--- src/core/l2ca_pkg.sv ---
// Operation
// (RULE1) Four 64-bit chunk data registers, read/write
// (RULE2) Chunk 3 doubles as update signature
// (RULE3) Address bits 31:3 only, rest zero
// (RULE4) ECC byte written, refreshed from cache; the code refreshes it only on read commands
// (RULE5) Control holds command, captures lookup response
// (RULE6) Decode fixed five-bit command codes
// (RULE7) Tag writes: prefix plus coherence state
// (RULE8) Coherence states M11 E10 S01 I00
// (RULE9) Way encoded in two binary bits
// (RULE10) Trigger write starts programmed command
// (RULE11) Software writes zero to trigger only
// (RULE12) Busy bit 0 high while in progress
// (RULE13) Load, trigger, poll busy, then read
// (RULE14) Writes ignored while busy
package l2ca_pkg;
  // Printed register indices; byte address is four times index
  localparam logic [11:0] IDX_D0    = 12'h088;
  localparam logic [11:0] IDX_D1    = 12'h089;
  localparam logic [11:0] IDX_D2    = 12'h08A;
  localparam logic [11:0] IDX_D3    = 12'h08B;
  localparam logic [11:0] IDX_ADDR  = 12'h116;
  localparam logic [11:0] IDX_ECC   = 12'h118;
  localparam logic [11:0] IDX_CTL   = 12'h119;
  localparam logic [11:0] IDX_TRIG  = 12'h11A;
  localparam logic [11:0] IDX_BUSY  = 12'h11B;
  localparam logic [11:0] IDX_STAGE = 12'h120;
  localparam logic [11:0] IDX_HOLD  = 12'h121;
  localparam logic [11:0] A_D0      = IDX_D0 << 2;
  localparam logic [11:0] A_D1      = IDX_D1 << 2;
  localparam logic [11:0] A_D2      = IDX_D2 << 2;
  localparam logic [11:0] A_D3      = IDX_D3 << 2;
  localparam logic [11:0] A_ADDR    = IDX_ADDR << 2;
  localparam logic [11:0] A_ECC     = IDX_ECC << 2;
  localparam logic [11:0] A_CTL     = IDX_CTL << 2;
  localparam logic [11:0] A_TRIG    = IDX_TRIG << 2;
  localparam logic [11:0] A_BUSY    = IDX_BUSY << 2;
  localparam logic [11:0] A_STAGE   = IDX_STAGE << 2;
  localparam logic [11:0] A_HOLD    = IDX_HOLD << 2;
  // Control field positions
  localparam int CMD_LSB  = 0;
  localparam int STO_LSB  = 5;
  localparam int WTO_LSB  = 8;
  localparam int WFR_LSB  = 10;
  localparam int SFR_LSB  = 12;
  localparam int HIT_BIT  = 16;
  localparam int UECC_BIT = 18;
  localparam int PND_BIT  = 21;
  localparam int ADDR_LSB = 3;
  // Commands
  localparam logic [4:0] C_DATA_READ_LRU_UPDATE = 5'h0C;
  localparam logic [4:0] C_TAG_READ_DATA_READ   = 5'h0E;
  localparam logic [4:0] C_TAG_INQUIRE          = 5'h0F;
  localparam logic [4:0] C_CACHE_CTRL_REG_READ  = 5'h02;
  localparam logic [4:0] C_CACHE_CTRL_REG_WRITE = 5'h03;
  localparam logic [2:0] P_TAG_WRITE_DATA_READ  = 3'h2;
  localparam logic [2:0] P_TAG_WRITE_DATA_WRITE = 3'h7;
  localparam logic [2:0] P_TAG_WRITE_ONLY       = 3'h4;
  // Coherence states
  localparam logic [1:0] MESI_M = 2'h3;
  localparam logic [1:0] MESI_E = 2'h2;
  localparam logic [1:0] MESI_S = 2'h1;
  localparam logic [1:0] MESI_I = 2'h0;
  localparam logic [63:0] RST_CHUNK = 64'h0;
  typedef enum logic [1:0] {
    ST_IDLE = 2'h0,
    ST_WAIT = 2'h1,
    ST_FIN  = 2'h3
  } l2ca_state_t;
endpackage : l2ca_pkg

--- src/core/l2ca_core.sv ---
// Added by the designer: the APB register port.
`timescale 1ns/1ps
module l2ca_core (
  input  wire logic         pclk,
  input  wire logic         presetn,
  input  wire logic [11:0]  paddr,
  input  wire logic         psel,
  input  wire logic         penable,
  input  wire logic         pwrite,
  input  wire logic [31:0]  pwdata,
  output logic      [31:0]  prdata,
  output logic              pready,
  output logic              pslverr,
  output logic              cache_req_valid,
  output logic      [4:0]   cache_req_cmd,
  output logic      [28:0]  cache_req_addr,
  output logic      [255:0] cache_req_data,
  output logic      [7:0]   cache_req_ecc,
  output logic      [1:0]   cache_req_state,
  output logic      [1:0]   cache_req_way,
  output logic              cache_req_user_ecc,
  input  wire logic         cache_resp_valid,
  input  wire logic         cache_resp_hit,
  input  wire logic [1:0]   cache_resp_state,
  input  wire logic [1:0]   cache_resp_way,
  input  wire logic [255:0] cache_resp_data,
  input  wire logic [7:0]   cache_resp_ecc
);
  typedef struct packed {
    l2ca_pkg::l2ca_state_t st;
    logic [3:0][63:0]      d;
    logic [28:0]           addr;
    logic [7:0]            ecc;
    logic [4:0]            cmd;
    logic [1:0]            st_to;
    logic [1:0]            way_to;
    logic [1:0]            st_from;
    logic [1:0]            way_from;
    logic                  hit;
    logic                  uecc;
    logic                  pn_dis;
    logic [31:0]           stage;
    logic [31:0]           hold;
    logic [31:0]           rdat;
    logic                  err;
  } l2ca_regs_t;

  l2ca_regs_t q_ff;
  l2ca_regs_t nxt_q;
  logic        acc;
  logic        wr;
  logic        rd;
  logic        idle;
  logic        is_chunk;
  logic [1:0]  ci;
  logic        cmd_tagw;
  logic        cmd_ok;
  logic        cmd_rd;
  logic [31:0] rdata;
  logic        mapped;
  logic [31:0] ctl_word;

  assign acc      = psel & penable;
  assign wr       = acc & pwrite;
  assign rd       = acc & ~pwrite;
  assign idle     = q_ff.st == l2ca_pkg::ST_IDLE;
  assign is_chunk = paddr[11:4] == l2ca_pkg::A_D0[11:4]; // [RULE1] [RULE2]
  assign ci       = paddr[3:2];

  // Command decode
  assign cmd_tagw = (q_ff.cmd[4:2] == l2ca_pkg::P_TAG_WRITE_DATA_READ)
                  | (q_ff.cmd[4:2] == l2ca_pkg::P_TAG_WRITE_DATA_WRITE)
                  | (q_ff.cmd[4:2] == l2ca_pkg::P_TAG_WRITE_ONLY); // [RULE7]
  assign cmd_ok   = cmd_tagw
                  | (q_ff.cmd == l2ca_pkg::C_DATA_READ_LRU_UPDATE)
                  | (q_ff.cmd == l2ca_pkg::C_TAG_READ_DATA_READ)
                  | (q_ff.cmd == l2ca_pkg::C_TAG_INQUIRE)
                  | (q_ff.cmd == l2ca_pkg::C_CACHE_CTRL_REG_READ)
                  | (q_ff.cmd == l2ca_pkg::C_CACHE_CTRL_REG_WRITE); // [RULE6]
  assign cmd_rd   = (q_ff.cmd == l2ca_pkg::C_DATA_READ_LRU_UPDATE)
                  | (q_ff.cmd == l2ca_pkg::C_TAG_READ_DATA_READ)
                  | (q_ff.cmd == l2ca_pkg::C_CACHE_CTRL_REG_READ)
                  | (q_ff.cmd[4:2] == l2ca_pkg::P_TAG_WRITE_DATA_READ); // [RULE6]

  always_comb begin
    ctl_word = 32'h0000_0000;
    ctl_word[l2ca_pkg::CMD_LSB +: 5] = q_ff.cmd;
    ctl_word[l2ca_pkg::STO_LSB +: 2] = q_ff.st_to; // [RULE8]
    ctl_word[l2ca_pkg::WTO_LSB +: 2] = q_ff.way_to; // [RULE9]
    ctl_word[l2ca_pkg::WFR_LSB +: 2] = q_ff.way_from;
    ctl_word[l2ca_pkg::SFR_LSB +: 2] = q_ff.st_from;
    ctl_word[l2ca_pkg::HIT_BIT]      = q_ff.hit; // [RULE5]
    ctl_word[l2ca_pkg::UECC_BIT]     = q_ff.uecc;
    ctl_word[l2ca_pkg::PND_BIT]      = q_ff.pn_dis;
  end

  // Read mux; unmapped reads give zero and an error
  always_comb begin
    rdata  = 32'h0000_0000;
    mapped = 1'b1;
    if (is_chunk) begin
      rdata = q_ff.d[ci][31:0];
    end else begin
      case (paddr)
        l2ca_pkg::A_ADDR:  rdata = {q_ff.addr, 3'h0}; // [RULE3]
        l2ca_pkg::A_ECC:   rdata = {24'h00_0000, q_ff.ecc}; // [RULE4]
        l2ca_pkg::A_CTL:   rdata = ctl_word;
        l2ca_pkg::A_TRIG:  rdata = 32'h0000_0000;
        l2ca_pkg::A_BUSY:  rdata = {31'h0000_0000, ~idle}; // [RULE12]
        l2ca_pkg::A_STAGE: rdata = q_ff.stage;
        l2ca_pkg::A_HOLD:  rdata = q_ff.hold;
        default:           mapped = 1'b0;
      endcase
    end
  end

  always_comb begin
    nxt_q = q_ff;
    if (psel && !penable) begin
      nxt_q.rdat = rdata;
      nxt_q.err  = ~mapped;
    end
    if (rd && is_chunk) begin
      nxt_q.hold = q_ff.d[ci][63:32];
    end
    if (wr && idle) begin // [RULE14]
      if (is_chunk) begin
        nxt_q.d[ci] = {q_ff.stage, pwdata}; // [RULE1] [RULE2]
      end
      case (paddr)
        l2ca_pkg::A_ADDR:  nxt_q.addr = pwdata[31:l2ca_pkg::ADDR_LSB]; // [RULE3]
        l2ca_pkg::A_ECC:   nxt_q.ecc = pwdata[7:0]; // [RULE4]
        l2ca_pkg::A_CTL: begin // [RULE5]
          nxt_q.cmd    = pwdata[l2ca_pkg::CMD_LSB +: 5];
          nxt_q.st_to  = pwdata[l2ca_pkg::STO_LSB +: 2];
          nxt_q.way_to = pwdata[l2ca_pkg::WTO_LSB +: 2];
          nxt_q.uecc   = pwdata[l2ca_pkg::UECC_BIT];
          nxt_q.pn_dis = pwdata[l2ca_pkg::PND_BIT];
        end
        l2ca_pkg::A_STAGE: nxt_q.stage = pwdata;
        l2ca_pkg::A_TRIG: begin // [RULE10]
          nxt_q.st = cmd_ok ? l2ca_pkg::ST_WAIT : l2ca_pkg::ST_FIN;
        end
        default: ;
      endcase
    end
    case (q_ff.st)
      l2ca_pkg::ST_WAIT: begin
        if (cache_resp_valid) begin // [RULE5] [RULE12]
          nxt_q.st       = l2ca_pkg::ST_IDLE;
          nxt_q.hit      = cache_resp_hit;
          nxt_q.st_from  = cache_resp_state; // [RULE8]
          nxt_q.way_from = cache_resp_way; // [RULE9]
          if (cmd_rd) begin
            nxt_q.d   = cache_resp_data;
            nxt_q.ecc = cache_resp_ecc; // [RULE4]
          end
        end
      end
      l2ca_pkg::ST_FIN: nxt_q.st = l2ca_pkg::ST_IDLE;
      default: ;
    endcase
  end

  always_ff @(posedge pclk or negedge presetn) begin
    if (!presetn) begin
      q_ff <= '0;
    end else begin
      q_ff <= nxt_q;
    end
  end

  assign prdata             = q_ff.rdat;
  assign pready             = 1'b1;
  assign pslverr            = acc & q_ff.err;
  assign cache_req_valid    = q_ff.st == l2ca_pkg::ST_WAIT;
  assign cache_req_cmd      = q_ff.cmd;
  assign cache_req_addr     = q_ff.addr;
  assign cache_req_data     = q_ff.d;
  assign cache_req_ecc      = q_ff.ecc;
  assign cache_req_state    = cmd_tagw ? q_ff.cmd[1:0] : q_ff.st_to; // [RULE7]
  assign cache_req_way      = q_ff.way_to; // [RULE9]
  assign cache_req_user_ecc = q_ff.uecc;

  property p_busy_read;
    @(posedge pclk) disable iff (!presetn)
    psel && !penable && !pwrite && paddr == l2ca_pkg::A_BUSY
      |=> prdata[0] == $past(!idle) && prdata[31:1] == 31'h0000_0000;
  endproperty
  a_busy_read: assert property (p_busy_read) else $error("busy read wrong"); // [RULE12]

  property p_trig_start;
    @(posedge pclk) disable iff (!presetn)
    wr && idle && paddr == l2ca_pkg::A_TRIG && cmd_ok |=> cache_req_valid;
  endproperty
  a_trig_start: assert property (p_trig_start) else $error("trigger did not start"); // [RULE10]

  property p_bad_cmd;
    @(posedge pclk) disable iff (!presetn)
    wr && idle && paddr == l2ca_pkg::A_TRIG && !cmd_ok
      |=> !cache_req_valid && !idle ##1 idle;
  endproperty
  a_bad_cmd: assert property (p_bad_cmd) else $error("unknown command not dropped"); // [RULE6]

  property p_busy_hold;
    @(posedge pclk) disable iff (!presetn)
    !idle |=> $stable(q_ff.addr) && $stable(q_ff.cmd) && $stable(q_ff.stage);
  endproperty
  a_busy_hold: assert property (p_busy_hold) else $error("write taken while busy"); // [RULE14]

  property p_addr_low;
    @(posedge pclk) disable iff (!presetn)
    psel && !penable && !pwrite && paddr == l2ca_pkg::A_ADDR |=> prdata[2:0] == 3'h0;
  endproperty
  a_addr_low: assert property (p_addr_low) else $error("address low bits set"); // [RULE3]

  property p_resp_cap;
    @(posedge pclk) disable iff (!presetn)
    cache_req_valid && cache_resp_valid
      |=> idle && q_ff.hit == $past(cache_resp_hit) && q_ff.way_from == $past(cache_resp_way)
          && q_ff.st_from == $past(cache_resp_state);
  endproperty
  a_resp_cap: assert property (p_resp_cap) else $error("response not captured"); // [RULE5]

  property p_ecc_cap;
    @(posedge pclk) disable iff (!presetn)
    cache_req_valid && cache_resp_valid && cmd_rd |=> q_ff.ecc == $past(cache_resp_ecc);
  endproperty
  a_ecc_cap: assert property (p_ecc_cap) else $error("ecc not refreshed"); // [RULE4]

  property p_chunk_wr;
    @(posedge pclk) disable iff (!presetn)
    wr && idle && is_chunk |=> q_ff.d[$past(ci)] == {$past(q_ff.stage), $past(pwdata)};
  endproperty
  a_chunk_wr: assert property (p_chunk_wr) else $error("chunk write lost"); // [RULE1]

  property p_tagw_state;
    @(posedge pclk) disable iff (!presetn)
    cache_req_valid && (cache_req_cmd[4:2] == l2ca_pkg::P_TAG_WRITE_DATA_READ
      || cache_req_cmd[4:2] == l2ca_pkg::P_TAG_WRITE_DATA_WRITE
      || cache_req_cmd[4:2] == l2ca_pkg::P_TAG_WRITE_ONLY)
      |-> cache_req_state == cache_req_cmd[1:0];
  endproperty
  a_tagw_state: assert property (p_tagw_state) else $error("tag write state wrong"); // [RULE7]

  property p_req_hold;
    @(posedge pclk) disable iff (!presetn)
    cache_req_valid && !cache_resp_valid |=> cache_req_valid && $stable(cache_req_cmd);
  endproperty
  a_req_hold: assert property (p_req_hold) else $error("request dropped early"); // [RULE12]

  c_trigger: cover property (@(posedge pclk) disable iff (!presetn)
    wr && idle && paddr == l2ca_pkg::A_TRIG);
  c_read_done: cover property (@(posedge pclk) disable iff (!presetn)
    cache_req_valid && cache_resp_valid && cmd_rd);
  c_busy_write: cover property (@(posedge pclk) disable iff (!presetn)
    wr && !idle && paddr == l2ca_pkg::A_ADDR);
  c_unmapped: cover property (@(posedge pclk) disable iff (!presetn) acc && pslverr);
endmodule : l2ca_core

--- config.mk ---
export PLATFORM = sky130hd
export DESIGN_NAME = l2ca_core
export DESIGN_NICKNAME = d
export VERILOG_FILES = /design/src/core/l2ca_pkg.sv /design/src/core/l2ca_core.sv
export SDC_FILE = /design/constraint.sdc
export NUM_CORES = 1
export LEC_CHECK = 0
export BUFFER_PORTS_ARGS = -buffer_cell sky130_fd_sc_hd__buf_2
export CAP_MARGIN = 0
export CORE_ASPECT_RATIO = 0.7
export CORE_MARGIN = 1.5
export CORE_UTILIZATION = 26
export DETAILED_ROUTE_END_ITERATION = 8
export PLACE_DENSITY = 0.5
export SLEW_MARGIN = 20
export SYNTH_ARGS = -nofsm -noshare
export SYNTH_HDL_FRONTEND = slang
export SYNTH_SLANG_ARGS = --single-unit
export TNS_END_PERCENT = 10
--- constraint.sdc ---
create_clock -name pclk -period 2.7 [get_ports pclk]
set_clock_uncertainty 0.15 [all_clocks]
set_input_delay 0 -clock pclk [delete_from_list [all_inputs] [get_ports pclk]]
set_output_delay 0 -clock pclk [all_outputs]
set_load 0.01 [all_outputs]
==> impl_metrics.json <==
{
  "layout_commonest_cell": "buf_2",
  "grt_pass1_wl_microns": 153000,
  "drtIter0Drc": 1613,
  "fillCellCount": 8827,
  "h-tree-depth": 2,
  "setup_tns_ns": -0.0619,
  "peakVddDrop_mv": 0.398,
  "cts.path.max_buffers": 3,
  "die_y_microns": 253,
  "maxCapViolations": 0,
  "synth_area_sq_um": 23200,
  "powerDensity_nw_per_um2": 453,
  "seq_area_frac_synth_pct": 44.0,
  "globalRouteOverflowTotal": 0,
  "synth.area.top_cells": "dfrtp_1 (44%), buf_4 (11%), mux2_2 (6.4%), mux4_2 (6.2%), mux2i_1 (5.6%)",
  "grt_pass1_vias": 21700,
  "clock_latency_ns": 0.61,
  "area_growth_pct": 38.3,
  "dp_cells": 3662,
  "final_antenna_net_count": 0,
  "ys_types": 56,
  "io_buffers": 655,
  "place_area_sq_um": 25700,
  "setup_violations": 1,
  "synth_edf_count": 0,
  "critical_path_class": "input pin to flip-flop",
  "start_util_pct": 26.3,
  "grt_max_degree": 94,
  "setup_ws_ns": -0.0619,
  "dieArea_sq_um": 91100,
  "syn_nets": 2601,
  "track_usage_pct": 22.6,
  "crit_arrival_ns": 3.10,
  "async_flop_share_pct": 100,
  "mostFrequentLayoutCells": "buf_2 (652), dlygate4sd3_1 (472), dfrtp_1 (408), o21ai_0 (232), nand2_1 (170)",
  "leakage_uw": 0.0160,
  "core_area_sq_um": 88200,
  "hold_ws_ns": 0.0420,
  "hold_viol": 0,
  "drc": 0,
  "globalplace.congestion": 0.844,
  "vias": 21300,
  "outcome": "finished, violations left",
  "fmax_mhz": 362,
  "wl_per_cell_microns": 25.4,
  "cp-start-kind": "input pin",
  "drv_slew": 0,
  "cts-root-buf": "clkbuf_16",
  "rows": 91,
  "relSlewSlack_pct": 30.3,
  "firstDrtPassIters": 5,
  "min_period_ns": 2.76,
  "finalNonFillerCells": 4230,
  "io_pins": 657,
  "synth_top_area_cell": "dfrtp_1",
  "crit_path_max_fanout": 39,
  "nets": 3347,
  "cts_buffers": 48,
  "violations": "negative setup slack",
  "crit_path_end_kind": "flip-flop",
  "syn_area_per_cell_sq_um": 10.2,
  "ys_ff_latch": 408,
  "cts_tree": "built",
  "antenna_found_initial": 10,
  "drt-vias-per-instance": 5.04,
  "rsz0062_at_grt": "yes",
  "worst_slew_pin_slew_ns": 1.05,
  "synth_top_area_share_pct": 44.0,
  "ys_warn_count": 0,
  "synthFlopType": "dfrtp_1",
  "hold_class": "input pin to flip-flop",
  "cts_sinks": 408,
  "worstPathRequired_ns": 3.04,
  "syn-instance-count": 2282,
  "clkTransAtPathRegs_ns": 0.07,
  "finalCritPeriodShare_pct": 102,
  "final_layout_size_suffix_gt1_share_pct": 33.8,
  "die_w_microns": 360,
  "dpl.hpwl_microns": 72700,
  "design_area_sq_um": 32100,
  "totalWireLength_microns": 107000
}
-- metal layers --
layer / GRT usage (%) / vias up / share of wire (%)
li1: - / 9410 / -
met5: 0 / - / 0.085
met3: 4.69 / 128 / 6.8
met4: 4.85 / 14 / 1.7
met2: 39.4 / 899 / 50
met1: 28.8 / 10900 / 42
-- cell type report --
type	instances	area, sq um	area share [%]
Inverter	2	7.51	0.0234
Clock buffer	72	1400	4.37
Multi-Input combinational cell	1355	9720	30.3
Clock inverter	15	193	0.600
Tap cell	1162	1450	4.53
Antenna cell	3	7.51	0.0234
Timing Repair Buffer	1213	9110	28.4
Sequential cell	408	10200	31.8
-- where the power goes --
part | switching, uW | internal, uW | total [uW]
Sequential | 26.8 | 6160 | 6180
Clock | 2890 | 3970 | 6860
Combinational | 717 | 795 | 1510
-- kinds of logic after synthesis --
group / Yosys count / share of synthesized area, %
AND/OR/NAND/NOR: 410 / 7.91
buffers and inverters: 519 / 14.6
flip-flops: 408 / 44.0
other: 1 / 0.0162
AO/OA/AOI/OAI: 607 / 14.8
multiplexers: 337 / 18.7
-- per-stage QoR --
step	setup slack [ns]	power (uW)	util (%)
after detailed placement	0.206	7260	29.1
after global placement	0.214	7260	29.1
after CTS	0.0403	14700	36.3
final	-0.0619	14600	36.4
after global routing	-0.0794	15100	36.4
after floorplan	0.365	6600	-
-- critical path, cell delays in order --
cell	delay, ns
dlygate4sd3_1	0.59
buf_2	0.17
nor4b_2	0.16
dlygate4sd3_1	0.56
buf_4	0.18
nand4_1	0.14
buf_12	0.37
mux2i_1	0.23
o21ai_0	0.08
dlygate4sd3_1	0.57
-- final timing paths --
path	cells after the start	slack [ns]	start	end
worst max-delay path	10	-0.06	paddr[5]	cache_req_data[95]$_DFF_PN0_
worst min-delay path	4	0.04	cache_resp_data[125]	cache_req_data[125]$_DFF_PN0_
worst max register to register	5	0.06	cache_req_cmd[0]$_DFFE_PN0P_	cache_req_data[95]$_DFF_PN0_
worst min register to register	2	0.33	q_ff[0]$_DFFE_PN0P_	q_ff[0]$_DFFE_PN0P_
max in group asynchronous	5	1.43	presetn	cache_req_data[231]$_DFF_PN0_
min in group asynchronous	4	0.44	presetn	cache_req_data[123]$_DFF_PN0_
-- registers in the layout, summed over array words and instances (netlist names) --
register and cells:
ctl_word 8, q_ff 67, cache_req_user_ecc 1, prdata 32, cache_req_addr 29, cache_req_data 256, cache_req_way 2, cache_req_cmd 5
cache_req_ecc 8
-- synthesized netlist by cell type, types with 2 or more instances --
cell,n
a21oi_1,143
a221oi_1,20
a22oi_1,5
a31oi_1,126
a32oi_1,5
and2_1,4
and3_1,2
buf_1,21
buf_2,46
buf_4,342
buf_6,13
clkbuf_1,95
dfrtp_1,408
inv_1,2
mux2_1,12
mux2_2,131
mux2i_1,130
mux4_2,64
nand2_1,172
nand2b_1,6
nand3_1,41
nand4_1,21
nor2_1,128
nor2b_1,7
nor3_1,3
nor3_2,2
nor4_1,4
nor4b_1,3
o211ai_1,19
o21ai_0,233
o21ai_1,17
o22ai_1,29
o32ai_1,2
or4_1,2
or4b_1,2
or4b_2,2
-- repair_timing --
| item | 4_1_cts | 5_1_grt |
|---|---|---|
| endpoints found under the setup margin | 0 | 50 |
| hold buffers | 474 | 0 |
| setup buffers | 0 | 2 |
| hold endpoints to repair | 802 | 0 |
| gates resized for setup | 0 | 2 |
Note: power is estimated with default switching activity, not from simulation.
